--- config.mk ---
export PLATFORM = sky130hd
export DESIGN_NAME = cid_decode
export DESIGN_NICKNAME = d
export VERILOG_FILES = /design/src/verilog/cid_pkg.sv /design/src/verilog/cid_flag_if.sv /design/src/verilog/cid_cond.sv /design/src/verilog/cid_decode.sv
export SDC_FILE = /design/constraint.sdc
export NUM_CORES = 1
export LEC_CHECK = 0
export BUFFER_PORTS_ARGS = -buffer_cell sky130_fd_sc_hd__buf_2
export CORE_ASPECT_RATIO = 0.6
export CORE_MARGIN = 10
export CORE_UTILIZATION = 50
export DETAILED_ROUTE_END_ITERATION = 8
export HOLD_SLACK_MARGIN = 0.02
export PLACE_DENSITY = 0.75
export REMOVE_ABC_BUFFERS = 1
export SYNTH_ARGS = -nofsm -noshare
export SYNTH_HDL_FRONTEND = slang
export SYNTH_SLANG_ARGS = --single-unit
--- constraint.sdc ---
create_clock -name clk -period 7.16 [get_ports clk]
set_input_delay 1.074 -clock clk [delete_from_list [all_inputs] [get_ports clk]]
set_output_delay 1.074 -clock clk [all_outputs]
set_load 0.02 [all_outputs]
--- src/verilog/cid_pkg.sv ---
package cid_pkg;
   // ------------------------------------------------------------
   // Opcodes
   // ------------------------------------------------------------
   localparam logic [7:0] OP_SIGNED_PREFIX = 8'hFE;
   localparam logic [7:0] OP_ADD2_BASE     = 8'h64;
   localparam logic [7:0] OP_MULU2_BASE    = 8'h6C;
   localparam logic [7:0] OP_MULU3_BASE    = 8'h4C;
   localparam logic [7:0] OP_MULUB2_BASE   = 8'h7C;
   localparam logic [7:0] OP_MULUB3_BASE   = 8'h5C;
   localparam logic [7:0] OP_DIVU_BASE     = 8'h8C;
   localparam logic [7:0] OP_DIVUB_BASE    = 8'h9C;
   localparam logic [7:0] OP_JBC_BASE      = 8'h30;
   localparam logic [7:0] OP_JBS_BASE      = 8'h38;
   localparam logic [7:0] OP_JNST          = 8'hD0;
   localparam logic [7:0] OP_JNH           = 8'hD1;
   localparam logic [7:0] OP_JGT           = 8'hD2;
   localparam logic [7:0] OP_JNC           = 8'hD3;
   localparam logic [7:0] OP_JUMP_ON_TRAP_CLEAR          = 8'hD4;
   localparam logic [7:0] OP_JNV           = 8'hD5;
   localparam logic [7:0] OP_JGE           = 8'hD6;
   localparam logic [7:0] OP_JNE           = 8'hD7;
   localparam logic [7:0] OP_JST           = 8'hD8;
   localparam logic [7:0] OP_JH            = 8'hD9;
   localparam logic [7:0] OP_JLE           = 8'hDA;
   localparam logic [7:0] OP_JC            = 8'hDB;
   localparam logic [7:0] OP_JVT           = 8'hDC;
   localparam logic [7:0] OP_JV            = 8'hDD;
   localparam logic [7:0] OP_JLT           = 8'hDE;
   localparam logic [7:0] OP_JE            = 8'hDF;
   localparam logic [7:0] OP_SHR           = 8'h08;
   localparam logic [7:0] OP_SHL           = 8'h09;
   localparam logic [7:0] OP_SHRA          = 8'h0A;
   localparam logic [7:0] OP_SHRL          = 8'h0C;
   localparam logic [7:0] OP_DOUBLE_WORD_LEFT_SHIFT          = 8'h0D;
   localparam logic [7:0] OP_SHRAL         = 8'h0E;
   localparam logic [7:0] OP_EXTB          = 8'h16;
   localparam logic [7:0] OP_CLRC          = 8'hF8;
   localparam logic [7:0] OP_SETC          = 8'hF9;
   localparam logic [7:0] OP_CLRVT         = 8'hFC;
   localparam logic [7:0] OP_SW_RESET      = 8'hFF;
   // ------------------------------------------------------------
   // Addresses, widths and flag positions
   // ------------------------------------------------------------
   localparam logic [15:0] RESET_VECTOR    = 16'h2080;
   localparam int          BIT_SPACE       = 2048;
   localparam int          BIT_NUM_W       = 11;
   localparam int          FLAG_Z          = 5;
   localparam int          FLAG_N          = 4;
   localparam int          FLAG_C          = 3;
   localparam int          FLAG_V          = 2;
   localparam int          FLAG_VT         = 1;
   localparam int          FLAG_ST         = 0;
   localparam logic [5:0]  FLAGS_RESET     = 6'h00;
   // ------------------------------------------------------------
   // Operand size and addressing mode codes
   // ------------------------------------------------------------
   localparam logic [1:0]  SZ_BYTE         = 2'h0;
   localparam logic [1:0]  SZ_WORD         = 2'h1;
   localparam logic [1:0]  SZ_DWORD        = 2'h2;
   localparam logic [1:0]  AM_DIRECT       = 2'h0;
   localparam logic [1:0]  AM_IMMED        = 2'h1;
   localparam logic [1:0]  AM_INDIRECT     = 2'h2;
   localparam logic [1:0]  AM_INDEXED      = 2'h3;
   // ------------------------------------------------------------
   // State-time counts
   // ------------------------------------------------------------
   localparam logic [5:0]  ST_JMP_TAKEN    = 6'h08;
   localparam logic [5:0]  ST_JMP_NOT      = 6'h04;
   localparam logic [5:0]  ST_JB_TAKEN     = 6'h09;
   localparam logic [5:0]  ST_JB_NOT       = 6'h05;
   localparam logic [5:0]  ST_SINGLE       = 6'h04;
   localparam logic [5:0]  ST_SHIFT_BASE   = 6'h07;
   localparam logic [5:0]  ST_SW_RESET     = 6'h10;
   localparam logic [5:0]  ST_ALU_DIRECT   = 6'h04;
   localparam logic [5:0]  ST_EXT_EXTRA    = 6'h05;
   localparam logic [5:0]  ST_MULU2_DIRECT = 6'h19;
   localparam logic [5:0]  ST_MULUB_DIRECT = 6'h11;
   localparam logic [5:0]  ST_SIGNED_EXTRA = 6'h04;
   localparam logic [5:0]  ST_THREE_EXTRA  = 6'h01;
   localparam logic [5:0]  ST_IND_EXTRA    = 6'h02;
   localparam logic [5:0]  ST_AUTO_EXTRA   = 6'h03;
endpackage : cid_pkg
--- src/verilog/cid_flag_if.sv ---
`timescale 1ns/1ps
// Flag evaluation request and answer between decoder and condition unit
interface cid_flag_if;
   logic [7:0] opcode;
   logic [5:0] flags;
   logic       bit_value;
   logic       taken;
   modport dec  (output opcode, output flags, output bit_value, input taken);
   modport cond (input opcode, input flags, input bit_value, output taken);
endinterface : cid_flag_if

--- src/verilog/cid_cond.sv ---
`timescale 1ns/1ps
module cid_cond (
   cid_flag_if.cond f
);
   wire z  = f.flags[cid_pkg::FLAG_Z];
   wire n  = f.flags[cid_pkg::FLAG_N];
   wire c  = f.flags[cid_pkg::FLAG_C];
   wire v  = f.flags[cid_pkg::FLAG_V];
   wire vt = f.flags[cid_pkg::FLAG_VT];
   wire st = f.flags[cid_pkg::FLAG_ST];
   wire is_jbc = (f.opcode[7:3] == cid_pkg::OP_JBC_BASE[7:3]);
   wire is_jbs = (f.opcode[7:3] == cid_pkg::OP_JBS_BASE[7:3]);
   wire jle_c  = n | z;
   wire jh_c   = c & ~z;
   assign f.taken =
      is_jbc ? ~f.bit_value :
      is_jbs ?  f.bit_value :
      (f.opcode == cid_pkg::OP_JLE)  ?  jle_c :
      (f.opcode == cid_pkg::OP_JGT)  ? ~jle_c :
      (f.opcode == cid_pkg::OP_JH)   ?  jh_c  :
      (f.opcode == cid_pkg::OP_JNH)  ? ~jh_c  :
      (f.opcode == cid_pkg::OP_JE)   ?  z     :
      (f.opcode == cid_pkg::OP_JNE)  ? ~z     :
      (f.opcode == cid_pkg::OP_JV)   ?  v     :
      (f.opcode == cid_pkg::OP_JNV)  ? ~v     :
      (f.opcode == cid_pkg::OP_JST)  ?  st    :
      (f.opcode == cid_pkg::OP_JNST) ? ~st    :
      (f.opcode == cid_pkg::OP_JVT)  ?  vt    :
      (f.opcode == cid_pkg::OP_JUMP_ON_TRAP_CLEAR) ? ~vt    :
      (f.opcode == cid_pkg::OP_JC)   ?  c     :
      (f.opcode == cid_pkg::OP_JNC)  ? ~c     :
      (f.opcode == cid_pkg::OP_JGE)  ?  n     :
      (f.opcode == cid_pkg::OP_JLT)  ? ~n     : 1'b0;
endmodule : cid_cond

--- src/verilog/cid_decode.sv ---
`timescale 1ns/1ps
//Contract
// - Byte suffix means byte operation, else word, operands aligned to type.
// - Destination and second source in register file; first source anywhere.
// - Word multiply/divide results go to two words, double-word aligned.
// - Byte multiply/divide/sign-extend results go to two bytes, word aligned.
// - Signed less-equal jumps on N or Z; greater-than only both clear.
// - Unsigned higher jumps on C and not Z; complement otherwise.
// - Both trap-flag jumps test then clear the trap flag.
// - Bit-clear jump branches when selected register-file bit is zero.
// - Bit-test jumps select one of 2048 register-file bits.
// - Relative displacements are signed two's complement added to PC.
// - Long-suffix shifts operate on a 32-bit double word.
// - Software reset pulls reset low, clears six flags, restarts at 2080h.
// - Second byte lsb picks plain/short versus auto-increment/long mode.
// - Pointer register address ignores second byte lsb, always even.
// - FE prefix makes next multiply/divide signed.
// - Arithmetic opcode low bits give direct, immediate, indirect, indexed.
// - Multiply and divide take their listed state counts.
// - Indirect/indexed take short count internal, longer count external.
module cid_decode (
   input  wire logic        clk,
   input  wire logic        rst_n,
   input  wire logic        instr_valid,
   input  wire logic [7:0]  opcode,
   input  wire logic [7:0]  byte2,
   input  wire logic [7:0]  byte3,
   input  wire logic [15:0] pc,
   input  wire logic        bit_value,
   input  wire logic        operand_external,
   input  wire logic [5:0]  flags_in,
   output logic             busy,
   output logic             done,
   output logic [15:0]      next_pc,
   output logic [5:0]       flags_out,
   output logic [1:0]       op_size,
   output logic [1:0]       addr_mode,
   output logic             auto_inc,
   output logic             long_index,
   output logic [7:0]       dest_addr,
   output logic [7:0]       ptr_addr,
   output logic             dest_misaligned,
   output logic             signed_op,
   output logic [10:0]      bit_number,
   output logic [5:0]       state_count,
   output logic             reset_pin_low
);
   // ------------------------------------------------------------
   // State machine
   // ------------------------------------------------------------
   typedef enum logic [2:0] {
      CID_IDLE = 3'b001,
      CID_EXEC = 3'b010,
      CID_RST  = 3'b100
   } cid_state_t;

   cid_state_t  state_q;
   logic        prefix_q;
   logic [5:0]  cnt_q;

   cid_flag_if  fl ();
   assign fl.opcode    = opcode;
   assign fl.flags     = flags_in;
   assign fl.bit_value = bit_value;

   cid_cond u_cond (
      .f (fl)
   );

   // ------------------------------------------------------------
   // Classification
   // ------------------------------------------------------------
   wire is_prefix  = (opcode == cid_pkg::OP_SIGNED_PREFIX);
   wire is_bitjmp  = (opcode[7:4] == cid_pkg::OP_JBC_BASE[7:4]);
   wire is_condjmp = (opcode[7:4] == cid_pkg::OP_JNST[7:4]);
   wire is_jmp     = is_bitjmp | is_condjmp;
   wire is_vtjmp   = (opcode == cid_pkg::OP_JVT) | (opcode == cid_pkg::OP_JUMP_ON_TRAP_CLEAR);
   wire is_rst     = (opcode == cid_pkg::OP_SW_RESET);
   // Shifts sit at 08h-0Eh except 0Bh; 05h-07h are single-register operations
   wire is_shift   = (opcode[7:4] == 4'h0) & opcode[3]
                     & (opcode[1:0] != 2'h3);
   wire is_shift_b = (opcode[7:4] == 4'h1) & (opcode[3:2] == 2'h2)
                     & (opcode[1:0] != 2'h3);
   wire is_long    = is_shift & opcode[2];
   wire is_single  = (opcode[7:5] == 3'h0) & (opcode[3:2] == 2'h0)
                     & (opcode[1:0] != 2'h0) | (opcode[7:4] < 4'h2)
                     & (opcode[3:0] == 4'h6 || opcode[3:0] == 4'h5
                        || opcode[3:0] == 4'h7);
   wire is_byte_sng = (opcode[7:4] == 4'h1);
   // Arithmetic group: base opcodes with low two bits = mode
   wire [7:0] base = {opcode[7:2], 2'h0};
   wire is_mulw  = (base == cid_pkg::OP_MULU2_BASE) | (base == cid_pkg::OP_MULU3_BASE);
   wire is_mulb  = (base == cid_pkg::OP_MULUB2_BASE) | (base == cid_pkg::OP_MULUB3_BASE);
   wire is_divw  = (base == cid_pkg::OP_DIVU_BASE);
   wire is_divb  = (base == cid_pkg::OP_DIVUB_BASE);
   wire is_three = (opcode[7:5] == 3'h2);
   wire is_arith = (opcode[7:4] >= 4'h4) & (opcode[7:4] <= 4'hB) & ~is_mulb
                   | is_mulw | is_mulb | is_divw | is_divb;
   wire is_byte_ar = (opcode[7:4] == 4'h5) | (opcode[7:4] == 4'h7)
                     | (opcode[7:4] == 4'h9) | (opcode[7:4] == 4'hB);
   wire is_muldiv  = is_mulw | is_mulb | is_divw | is_divb;
   wire [1:0] mode = opcode[1:0];

   // ------------------------------------------------------------
   // Operand size and destination layout
   // ------------------------------------------------------------
   wire byte_op = is_arith ? is_byte_ar :
                  (is_single & is_byte_sng) | is_shift_b;
   wire [1:0] size_d = is_long ? cid_pkg::SZ_DWORD :
                       byte_op ? cid_pkg::SZ_BYTE : cid_pkg::SZ_WORD;
   wire [7:0] dst   = (is_arith & is_three) ? byte3 : byte2;
   wire dbl_dst     = is_mulw | is_divw | is_long;
   wire wd_dst      = is_mulb | is_divb | (opcode == cid_pkg::OP_EXTB)
                      | (byte_op == 1'b0);
   wire misalign    = dbl_dst ? (dst[1:0] != 2'h0) :
                      wd_dst  ? dst[0] : 1'b0;
   wire ind_mode    = is_arith & (mode[1] == 1'b1);
   wire odd_b2      = byte2[0];
   wire [7:0] ptr   = {byte2[7:1], 1'b0};

   // ------------------------------------------------------------
   // Branch target and state count
   // ------------------------------------------------------------
   wire [7:0]  disp8  = is_bitjmp ? byte3 : byte2;
   wire [15:0] disp   = {{8{disp8[7]}}, disp8};
   wire        taken  = is_jmp & fl.taken;
   wire [15:0] len    = is_bitjmp ? 16'h0003 : 16'h0002;
   wire [15:0] seq_pc = pc + len;
   wire [15:0] tgt_pc = seq_pc + disp;

   wire [5:0] md_base = is_mulw | is_divw ? cid_pkg::ST_MULU2_DIRECT
                                          : cid_pkg::ST_MULUB_DIRECT;
   wire [5:0] ar_base = is_muldiv ? md_base : cid_pkg::ST_ALU_DIRECT;
   wire [5:0] sgn_add = prefix_q & is_muldiv ? cid_pkg::ST_SIGNED_EXTRA
                                             : 6'h00;
   wire [5:0] thr_add = is_three ? cid_pkg::ST_THREE_EXTRA : 6'h00;
   wire [5:0] imm_add = (mode == cid_pkg::AM_IMMED) & ~byte_op
                        & ~is_mulb ? 6'h01 : 6'h00;
   // Odd second byte costs one more state in both indirect and indexed
   wire [5:0] ind_add = (odd_b2
                         ? cid_pkg::ST_AUTO_EXTRA : cid_pkg::ST_IND_EXTRA)
                        + (operand_external ? cid_pkg::ST_EXT_EXTRA
                                            : 6'h00);
   wire [5:0] ar_cnt  = ar_base + sgn_add + thr_add
                        + (ind_mode ? ind_add : imm_add);
   wire [5:0] cnt_d   =
      is_rst    ? cid_pkg::ST_SW_RESET :
      is_bitjmp ? (taken ? cid_pkg::ST_JB_TAKEN : cid_pkg::ST_JB_NOT) :
      is_jmp    ? (taken ? cid_pkg::ST_JMP_TAKEN : cid_pkg::ST_JMP_NOT) :
      (is_shift | is_shift_b) ? cid_pkg::ST_SHIFT_BASE :
      is_arith  ? ar_cnt : cid_pkg::ST_SINGLE;

   // ------------------------------------------------------------
   // Flag effects
   // ------------------------------------------------------------
   logic [5:0] fl_d;
   always_comb begin
      fl_d = flags_in;
      if (is_vtjmp) begin
         fl_d[cid_pkg::FLAG_VT] = 1'b0;
      end
      if (opcode == cid_pkg::OP_CLRVT) begin
         fl_d[cid_pkg::FLAG_VT] = 1'b0;
      end
      if (opcode == cid_pkg::OP_SETC) begin
         fl_d[cid_pkg::FLAG_C] = 1'b1;
      end
      if (opcode == cid_pkg::OP_CLRC) begin
         fl_d[cid_pkg::FLAG_C] = 1'b0;
      end
      if (is_rst) begin
         fl_d = cid_pkg::FLAGS_RESET;
      end
   end

   wire accept = (state_q == CID_IDLE) & instr_valid;
   wire exec   = accept & ~is_prefix;

   // ------------------------------------------------------------
   // Sequencing
   // ------------------------------------------------------------
   always_ff @(posedge clk) begin
      if (!rst_n) begin
         state_q <= CID_IDLE;
         cnt_q   <= 6'h00;
      end else begin
         unique case (state_q)
            CID_IDLE: begin
               if (exec) begin
                  state_q <= is_rst ? CID_RST : CID_EXEC;
                  cnt_q   <= cnt_d - 6'h01;
               end
            end
            CID_EXEC, CID_RST: begin
               if (cnt_q <= 6'h01) begin
                  state_q <= CID_IDLE;
               end
               cnt_q <= cnt_q - 6'h01;
            end
            default: begin
               state_q <= CID_IDLE;
            end
         endcase
      end
   end

   // Prefix lives until the next real opcode consumes it
   always_ff @(posedge clk) begin
      if (!rst_n) begin
         prefix_q <= 1'b0;
      end else if (accept) begin
         prefix_q <= is_prefix;
      end
   end

   always_ff @(posedge clk) begin
      if (!rst_n) begin
         busy            <= 1'b0;
         done            <= 1'b0;
         next_pc         <= cid_pkg::RESET_VECTOR;
         flags_out       <= cid_pkg::FLAGS_RESET;
         op_size         <= cid_pkg::SZ_WORD;
         addr_mode       <= cid_pkg::AM_DIRECT;
         auto_inc        <= 1'b0;
         long_index      <= 1'b0;
         dest_addr       <= 8'h00;
         ptr_addr        <= 8'h00;
         dest_misaligned <= 1'b0;
         signed_op       <= 1'b0;
         bit_number      <= 11'h000;
         state_count     <= 6'h00;
         reset_pin_low   <= 1'b0;
      end else begin
         busy          <= (state_q == CID_IDLE) ? exec : (cnt_q > 6'h01);
         done          <= (state_q != CID_IDLE) & (cnt_q <= 6'h01);
         reset_pin_low <= (state_q == CID_IDLE) ? (exec & is_rst)
                          : ((state_q == CID_RST) & (cnt_q > 6'h01));
         if (exec) begin
            next_pc         <= is_rst ? cid_pkg::RESET_VECTOR
                               : taken ? tgt_pc : seq_pc;
            flags_out       <= fl_d;
            op_size         <= size_d;
            addr_mode       <= is_arith ? mode : cid_pkg::AM_DIRECT;
            auto_inc        <= ind_mode & (mode == cid_pkg::AM_INDIRECT) & odd_b2;
            long_index      <= ind_mode & (mode == cid_pkg::AM_INDEXED) & odd_b2;
            dest_addr       <= dst;
            ptr_addr        <= ind_mode ? ptr : 8'h00;
            dest_misaligned <= misalign;
            signed_op       <= prefix_q & is_muldiv;
            bit_number      <= {byte2, opcode[2:0]};
            state_count     <= cnt_d;
         end
      end
   end
endmodule : cid_decode

==> results.toml, run 1 <==
[sta]
max_freq_ghz = 0.220
worst_pin_slew_ns = 0.936
rsz0062_at_grt = "false"
post-route-min-period_ns = 4.55
whs_ns = 0.454
drv_slew = 0
fin_skew_ns = 0.00274
hold_viol = 0
fin_tns_setup_ns = 0
slew_headroom = 0.376
setup_viol = 0
period_share = 0.636

[floorplan]
start_util = 0.510
row_count = 28
ios = 117
die_h_microns = 97.5
die_width_microns = 149
dieArea_sq_um = 14500
core_sq_um = 9810

[yosys]
yosysUniqueCellTypes = 66
synth_area_leader_cell = "dfxtp_1"
synth.cell_area_sq_um = 5000
synthArstFlopShare = 0
yosysSeqAreaShare = 0.300
synthFlopType = "dfxtp_1"
synth-edff-count = 0
yosys.area.top_type_share = 0.300
ys_warn_count = 0
postSynthCellCount = 626
yosys-top-cells-area = "dfxtp_1 30%, nand2_1 7.2%, ha_1 7.0%"
syn_avg_cell_area_sq_um = 7.99
synth_seq_cells = 75

[global_route]
grt_overflow = 0
grt_max_degree = 59
grt_pass1_wl_microns = 24700
track_usage = 0.204
antenna_found_initial = 0
grt_pass1_vias = 4717

[drt]
wl_per_cell_microns = 17.6
drtPass1Iterations = 6
vias = 4991
routed_wl_microns = 15100
vias_per_cell = 5.83
drt-initial-drc-count = 446
drc = 0
drtAntennaViolNets = 0

[clocking]
cts_resized = 0
htree_levels = 3
cts_buffer_depth = 2
tritoncts = "yes"
cts-root-buf = "clkbuf_16"
cts_buffers = 9
clock-sinks = 75
holdBufCountCts = 0
clk_latency_ns = 0.34
postCtsSetupBuffers = 0
clkTransAtPathRegs_ns = 0.06

[cells_and_area]
multiInputGateArea_sq_um = 3240
diodes = 0
fillers = 888
final_cell_mix = "115 x buf_2, 96 x nand2_1, 75 x dfxtp_1"
finalNetCount = 797
final_common_cell = "buf_2"
final_util = 0.601
drive_gt1_frac = 0.211
layout.area.seq_sq_um = 1500
syn2layout_area_growth_pct = 17.7

[placement]
port_buffers = 115
hpwl_microns = 11300
gp_congestion = 0.920

[worst_setup_path]
start_kind = "input port"
cp.required_ns = 7.42
critPathArrivalTime_ns = 4.81
cp_max_fo = 17
reg2regPathDepth = 8
end_kind = "flip-flop"
worstSetupPathType = "in -> reg"

[power]
peakVddDrop_mv = 0.129
p_leak_nw = 2.61
p_per_area_nw_per_um2 = 218

[worst_hold_path]
holdPathStages = 2
hold_path.class = "reg -> reg"

[flow_run]
drv_cap = 0

[outcome]
outcome = "finished clean"
==> per-layer routing <==
metal / vias to the layer above / global-route usage / share of wire
met5: - / 0 / 0
met4: 0 / 0.0443 / 0.011
met3: 22 / 0.0679 / 0.099
met2: 233 / 0.302 / 0.43
met1: 2325 / 0.279 / 0.46
li1: 2411 / - / -
==> state kept, by name, summed over array words and instances (netlist names), 2 cells and up <==
name         flops
ptr_addr         7
dest_addr        8
op_size          2
flags_out        6
cnt_q            6
next_pc         16
state_count      6
addr_mode        2
bit_number      11
state_q          3
==> cells by family after synthesis <==
logic type | Yosys count | share of synthesized area
simple gates | 241 | 0.237
compound gates | 175 | 0.240
flops | 75 | 0.300
buf+inv | 54 | 0.0515
xor+xnor | 35 | 0.0613
fa+ha+maj | 30 | 0.0780
mux | 15 | 0.0315
other cells | 1 | 0.000749
==> worst paths after layout <==
kind / startpoint / to / slack [ns]
worst max-delay path: opcode[5] / next_pc[15] / 2.61
worst min register to register: next_pc[15] / next_pc[15] / 0.45
worst max register to register: state_q[0] / cnt_q[2] / 4.61
worst min-delay path: next_pc[15] / next_pc[15] / 0.45
==> worst max-delay path, cell delays in order <==
cell,delay (ns)
buf_2,0.28
nand2_1,0.15
nor3_2,0.12
buf_4,0.25
ha_1,0.22
inv_1,0.07
ha_1,0.22
nor2_1,0.26
and4_1,0.30
nand2_1,0.08
xnor2_1,0.19
ha_1,0.31
a21o_1,0.23
nor3_1,0.13
o211ai_1,0.15
a41oi_1,0.28
xnor2_1,0.16
a21oi_1,0.09
o31ai_1,0.25
==> power breakdown <==
| group | total [mW] | leakage, nW | switching (mW) | internal (mW) |
|---|---|---|---|---|
| Clock | 0.498 | 0.149 | 0.192 | 0.306 |
| Combinational | 0.320 | 1.85 | 0.200 | 0.120 |
| Sequential | 0.465 | 0.615 | 0.0176 | 0.448 |
==> metrics by stage <==
step	cell area [sq um]	setup slack [ns]	std cells	power (mW)
CTS	5890	2.66	856	1.29
floorplan	4800	2.70	586	0.679
detailed placement	5570	2.31	840	0.789
global route	5890	2.27	856	1.35
global placement	5570	2.49	840	0.781
finish	5890	2.61	856	1.28
==> synth_stat cells, types with 4 or more instances <==
master    number
nor2b_1        9
buf_2          8
o21ai_1        4
dfxtp_1       75
nand2_1       96
a21o_1         6
a31oi_1        4
o211ai_1       5
and3_1         8
nor2_1        32
ha_1          28
a21boi_0      27
clkbuf_1      21
a22o_1         5
nor3b_1        7
buf_6          4
nor3_2         4
nand2b_1      10
a21oi_1       31
nor3_1        17
xor2_1        12
and2_1         8
buf_4          4
inv_1         13
xnor2_1       23
mux2i_1        9
mux2_2         6
a211oi_1       4
nand3_1       25
o21ai_0       46
nand4_1       10
o211a_1       11
==> layout make-up <==
| type | instances | share of cell area |
|---|---|---|
| multi-input combinational | 497 | 0.551 |
| sequential | 75 | 0.255 |
| timing repair buffer | 119 | 0.103 |
| clock buffer | 10 | 0.0389 |
| tap | 135 | 0.0287 |
| clock inverter | 6 | 0.0151 |
| inverter | 14 | 0.00892 |
No activity file was read; power rests on OpenSTA's default activity.
==> run 2, diff against run 1 <==
==> constraint.sdc (replaced) <==
create_clock -name clk -period 4.3 [get_ports clk]
set_input_delay 0.645 -clock clk [delete_from_list [all_inputs] [get_ports clk]]
set_output_delay 0.645 -clock clk [all_outputs]
set_load 0.02 [all_outputs]
==> run 2 against run 1 <==
- clock-buffer cell count rose by 1
- sequential share of layout area shrank 0.35 points
- core utilization up 0.84 points
- routed wire length up 1.3%
- die area unchanged
- cell area up 1.4%
- via count down 1.1%
- combinational power grew 68%
- critical endpoint unchanged
- highest routed layer unchanged
==> results.toml, run 2 (synthesis results as in run 1) <==
[outcome]
outcome = "finished clean"

[floorplan]
start_util = 0.510
core_sq_um = 9810
dieArea_sq_um = 14500
die_h_microns = 97.5
row_count = 28
die_width_microns = 149
ios = 117

[sta]
fin_tns_setup_ns = 0
slew_headroom = 0.439
max_freq_ghz = 0.265
worst_pin_slew_ns = 0.842
drv_slew = 0
hold_viol = 0
post-route-min-period_ns = 3.77
setup_viol = 0
whs_ns = 0.453
period_share = 0.878
rsz0062_at_grt = "false"
fin_skew_ns = 0.00882

[power]
p_leak_nw = 2.66
p_per_area_nw_per_um2 = 373
peakVddDrop_mv = 0.228

[clocking]
holdBufCountCts = 0
clkTransAtPathRegs_ns = 0.07
cts_buffer_depth = 2
cts-root-buf = "clkbuf_16"
clk_latency_ns = 0.34
postCtsSetupBuffers = 0
cts_buffers = 9
clock-sinks = 75
htree_levels = 3
tritoncts = "yes"

[flow_run]
drv_cap = 0

[cells_and_area]
syn2layout_area_growth_pct = 19.4
final_cell_mix = "115 x buf_2, 96 x nand2_1, 75 x dfxtp_1"
top_regs = "next_pc: 16 flops, bit_number: 11 flops, dest_addr: 8 flops"
finalNetCount = 801
largest-register = "next_pc"
final_util = 0.609
drive_gt1_frac = 0.219
diodes = 0
final_common_cell = "buf_2"
largest_reg_flops = 16

[worst_setup_path]
r2r_setup_slack_ns = 1.99
worstSetupPathType = "in -> reg"
r2r-start = "prefix_q"
cp_cell_sequence = "buf_2 -> nand2_1 -> nor3_2 -> ha_1 -> inv_1 -> ha_1 -> nor2_2 -> and4_1 -> nand2_1 -> xnor2_1 -> ha_1 -> a21o_1 -> nor3_1 -> o211ai_1 -> a41oi_2 -> xnor2_1 -> a21oi_1 -> o31ai_1"
max_stage_delay_ns = 0.32
r2r-end = "cnt_q[5]"
cp-startpoint = "opcode[4]"
critPathSlowestCell = "ha_1"
critPathArrivalTime_ns = 4.02
end_kind = "flip-flop"
cp_max_fo = 11
reg2regPathDepth = 11
cpMostUsedCell = "ha_1"
cp.required_ns = 4.55
start_kind = "input port"

[global_route]
grt_pass1_wl_microns = 24600
antenna_found_initial = 0
grt_max_degree = 56
grt_overflow = 0
track_usage = 0.205
grt_pass1_vias = 4693

[placement]
gp_congestion = 0.959
hpwl_microns = 11600
port_buffers = 115

[drt]
vias_per_cell = 5.74
drt-initial-drc-count = 444
drc = 0
drtAntennaViolNets = 0
vias = 4935
routed_wl_microns = 15300
wl_per_cell_microns = 17.8
drtPass1Iterations = 5

[worst_hold_path]
whs_endpoint = "next_pc[2]"
holdPathStages = 2
hold_path.class = "reg -> reg"
min_from = "next_pc[2]"
-- run 2: through the flow --
step	area, sq um	power [mW]	setup slack [ns]	cells
after global placement	5600	1.31	0.264	844
final	5970	2.23	0.526	860
after CTS	5960	2.23	0.476	860
after global routing	5970	2.34	0.0882	860
after detailed placement	5600	1.32	0.141	844
after floorplan	4800	1.13	0.271	586
-- run 2: report_power, final --
group / switching, mW / leakage (nW) / internal, mW / total (mW)
Clock: 0.312 / 0.176 / 0.602 / 0.914
Combinational: 0.337 / 1.87 / 0.201 / 0.539
Sequential: 0.0309 / 0.615 / 0.745 / 0.776
-- run 2: area by class of cell --
type	count	area [sq um]
clock buffers	11	253
repair buffers	123	636
clock inverters	5	108
inverters	14	52.6
fillers	910	3840
well taps	135	169
flip-flops and latches	75	1500
multi-input cells	497	3250
-- run 2: critical path, delay by kind of cell --
| family | cells | cell delay (ns) |
|---|---|---|
| and+or+nand+nor | 6 | 0.96 |
| xor gates and xnor gates | 2 | 0.37 |
| adders and majority gates | 3 | 0.77 |
| buffers and inverters | 2 | 0.28 |
| AOI/OAI and AO/OA | 5 | 1.00 |
-- run 2: layer usage --
| layer | wire length (microns) | track usage | vias to the layer above |
|---|---|---|---|
| met1 | 7500 | 0.281 | 2303 |
| met4 | 132 | 0.0443 | 0 |
| met5 | 0 | 0 | - |
| met3 | 1280 | 0.0758 | 15 |
| li1 | - | - | 2424 |
| met2 | 6350 | 0.297 | 193 |
-- run 2: worst max-delay path by stage --
stage               slack, ns          end
global placement         0.26  next_pc[15]
floorplan                0.27  next_pc[15]
finish                   0.53  next_pc[15]
global route             0.09  next_pc[15]
detailed placement       0.14  next_pc[15]
CTS                      0.48  next_pc[15]
-- run 2: repair_timing --
| action | 4_1_cts | 5_1_grt |
|---|---|---|
| gates resized for setup | 0 | 2 |
| setup endpoints to repair | 0 | 1 |
| hold endpoints to repair | 0 | 0 |
==> run 3, diff against run 2 <==
--- a/config.mk
+++ b/config.mk
@@ -5,14 +5,15 @@
 export SDC_FILE = /design/constraint.sdc
 export NUM_CORES = 1
 export LEC_CHECK = 0
-export BUFFER_PORTS_ARGS = -buffer_cell sky130_fd_sc_hd__buf_2
 export CORE_ASPECT_RATIO = 0.6
 export CORE_MARGIN = 10
 export CORE_UTILIZATION = 50
 export DETAILED_ROUTE_END_ITERATION = 8
+export DONT_BUFFER_PORTS = 1
+export GPL_ROUTABILITY_DRIVEN = 0
 export HOLD_SLACK_MARGIN = 0.02
-export PLACE_DENSITY = 0.75
 export REMOVE_ABC_BUFFERS = 1
+export SETUP_SLACK_MARGIN = 0.05
 export SYNTH_ARGS = -nofsm -noshare
 export SYNTH_HDL_FRONTEND = slang
 export SYNTH_SLANG_ARGS = --single-unit
==> run 3 against run 2 <==
- routed wire length fell by 5.5%
- hold slack got worse by 0.052 ns
- worst setup slack improved by 0.24 ns
- final cell count fell by 14%
- clock-buffer cell count fell by 2
- critical path depth fell by 1
- via count fell by 11%
- cell area fell by 11%
- die area did not move
- core utilization fell by 6.5 points
- register-to-register slack got worse by 0.15 ns
- power fell by 8.9%
- largest cell class unchanged
==> results.toml, run 3 (synthesis results as in run 1) <==
[cells_and_area]
drive_gt1_frac = 0.0674
syn2layout_area_growth_pct = 6.68
final_cells = 743
final_common_cell = "nand2_1"
finalNetCount = 684
top_regs = "next_pc: 16 flops, bit_number: 11 flops, dest_addr: 8 flops"
final_cell_mix = "96 x nand2_1, 75 x dfxtp_1, 46 x o21ai_0"
largest-register = "next_pc"
final_util = 0.544
diodes = 0
largest_reg_flops = 16

[drt]
wl_per_cell_microns = 19.4
vias_per_cell = 5.93
drt-initial-drc-count = 311
routed_wl_microns = 14400
drtAntennaViolNets = 0
wl_met3_microns = 1750
dr_wl_met2_microns = 5890
drtPass1Iterations = 5
vias = 4403
wl_met1_microns = 6690
drc = 0
top_layer = "met4"

[floorplan]
die_h_microns = 97.5
ios = 117
core_sq_um = 9810
row_count = 28
start_util = 0.510
die_width_microns = 149
dieArea_sq_um = 14500

[global_route]
grt_pass1_vias = 4130
grt_overflow = 0
track_usage = 0.194
grt_pass1_wl_microns = 22900
antenna_found_initial = 0
grt_max_degree = 59

[sta]
rsz0062_at_grt = "false"
worst_pin_slew_ns = 0.970
hold_viol = 0
period_share = 0.823
drv_slew = 0
fin_tns_setup_ns = 0
max_freq_ghz = 0.283
post-route-min-period_ns = 3.54
slew_headroom = 0.354
setup_ws_ns = 0.762
setup_viol = 0
whs_ns = 0.401
fin_skew_ns = 0.00492

[clocking]
clock-sinks = 75
cts_buffers = 9
postCtsSetupBuffers = 0
clkTransAtPathRegs_ns = 0.06
cts_resized = 0
tritoncts = "yes"
holdBufCountCts = 0
clk_latency_ns = 0.33
htree_levels = 3
cts_buffer_depth = 2
cts-root-buf = "clkbuf_16"

[worst_setup_path]
critPathArrivalTime_ns = 3.79
start_kind = "input port"
end_kind = "flip-flop"
cp-startpoint = "opcode[4]"
r2r-start = "state_q[0]"
cp_max_fo = 11
cp.required_ns = 4.55
reg2regPathDepth = 8
worstSetupPathType = "in -> reg"

[worst_hold_path]
holdPathStages = 1
min_from = "rst_n"
hold_path.class = "in -> reg"

[power]
p_leak_nw = 2.09
peakVddDrop_mv = 0.186
p_per_area_nw_per_um2 = 381

[placement]
hpwl_microns = 11000
port_buffers = 0
place_inst = 727
place_ws_ns = 0.464

[flow_run]
drv_cap = 0

[outcome]
outcome = "finished clean"
==> run 3: power breakdown <==
group | internal (mW) | leakage, nW | switching [mW] | total, mW
registers | 0.746 | 0.615 | 0.0911 | 0.837
logic | 0.159 | 1.32 | 0.215 | 0.374
clock network | 0.511 | 0.148 | 0.310 | 0.821
total | 1.42 | 2.09 | 0.617 | 2.03
==> run 3: path summary, 6_finish.rpt <==
| path | slack (ns) | to |
|---|---|---|
| worst min register to register | 0.55 | signed_op |
| worst max register to register | 1.84 | cnt_q[2] |
| worst max-delay path | 0.76 | next_pc[15] |
| worst min-delay path | 0.40 | state_q[0] |
==> run 3: per-stage QoR <==
step / power [mW] / cell area [sq um]
2_1_floorplan: 1.13 / 4800
3_3_place_gp: 1.21 / 5010
3_5_place_dp: 1.22 / 5010
4_1_cts: 2.05 / 5340
5_1_grt: 2.14 / 5340
6_report: 2.03 / 5340
==> run 3: critical path: stages <==
cell      delay (ns)
nand2_1         0.06
nor3_2          0.19
ha_1            0.25
inv_1           0.07
ha_1            0.22
nor2_1          0.17
and4_1          0.27
nand2_1         0.08
xnor2_1         0.20
ha_1            0.31
a21o_1          0.22
nor3_1          0.16
o211ai_1        0.17
a41oi_1         0.27
xnor2_1         0.16
a21oi_1         0.09
o31ai_1         0.24
==> run 3: per-layer routing <==
metal	vias to the layer above	track usage
met2	143	0.268
li1	2198	-
met1	2050	0.257
met5	-	0
met3	12	0.110
met4	0	0.0346
==> run 3: area by class of cell <==
class | count | area, sq um
clock buffers | 9 | 225
clock inverters | 7 | 100
fillers | 950 | 4470
inverters | 14 | 52.6
multi-input cells | 497 | 3240
flip-flops and latches | 75 | 1500
well taps | 135 | 169
repair buffers | 6 | 45.0
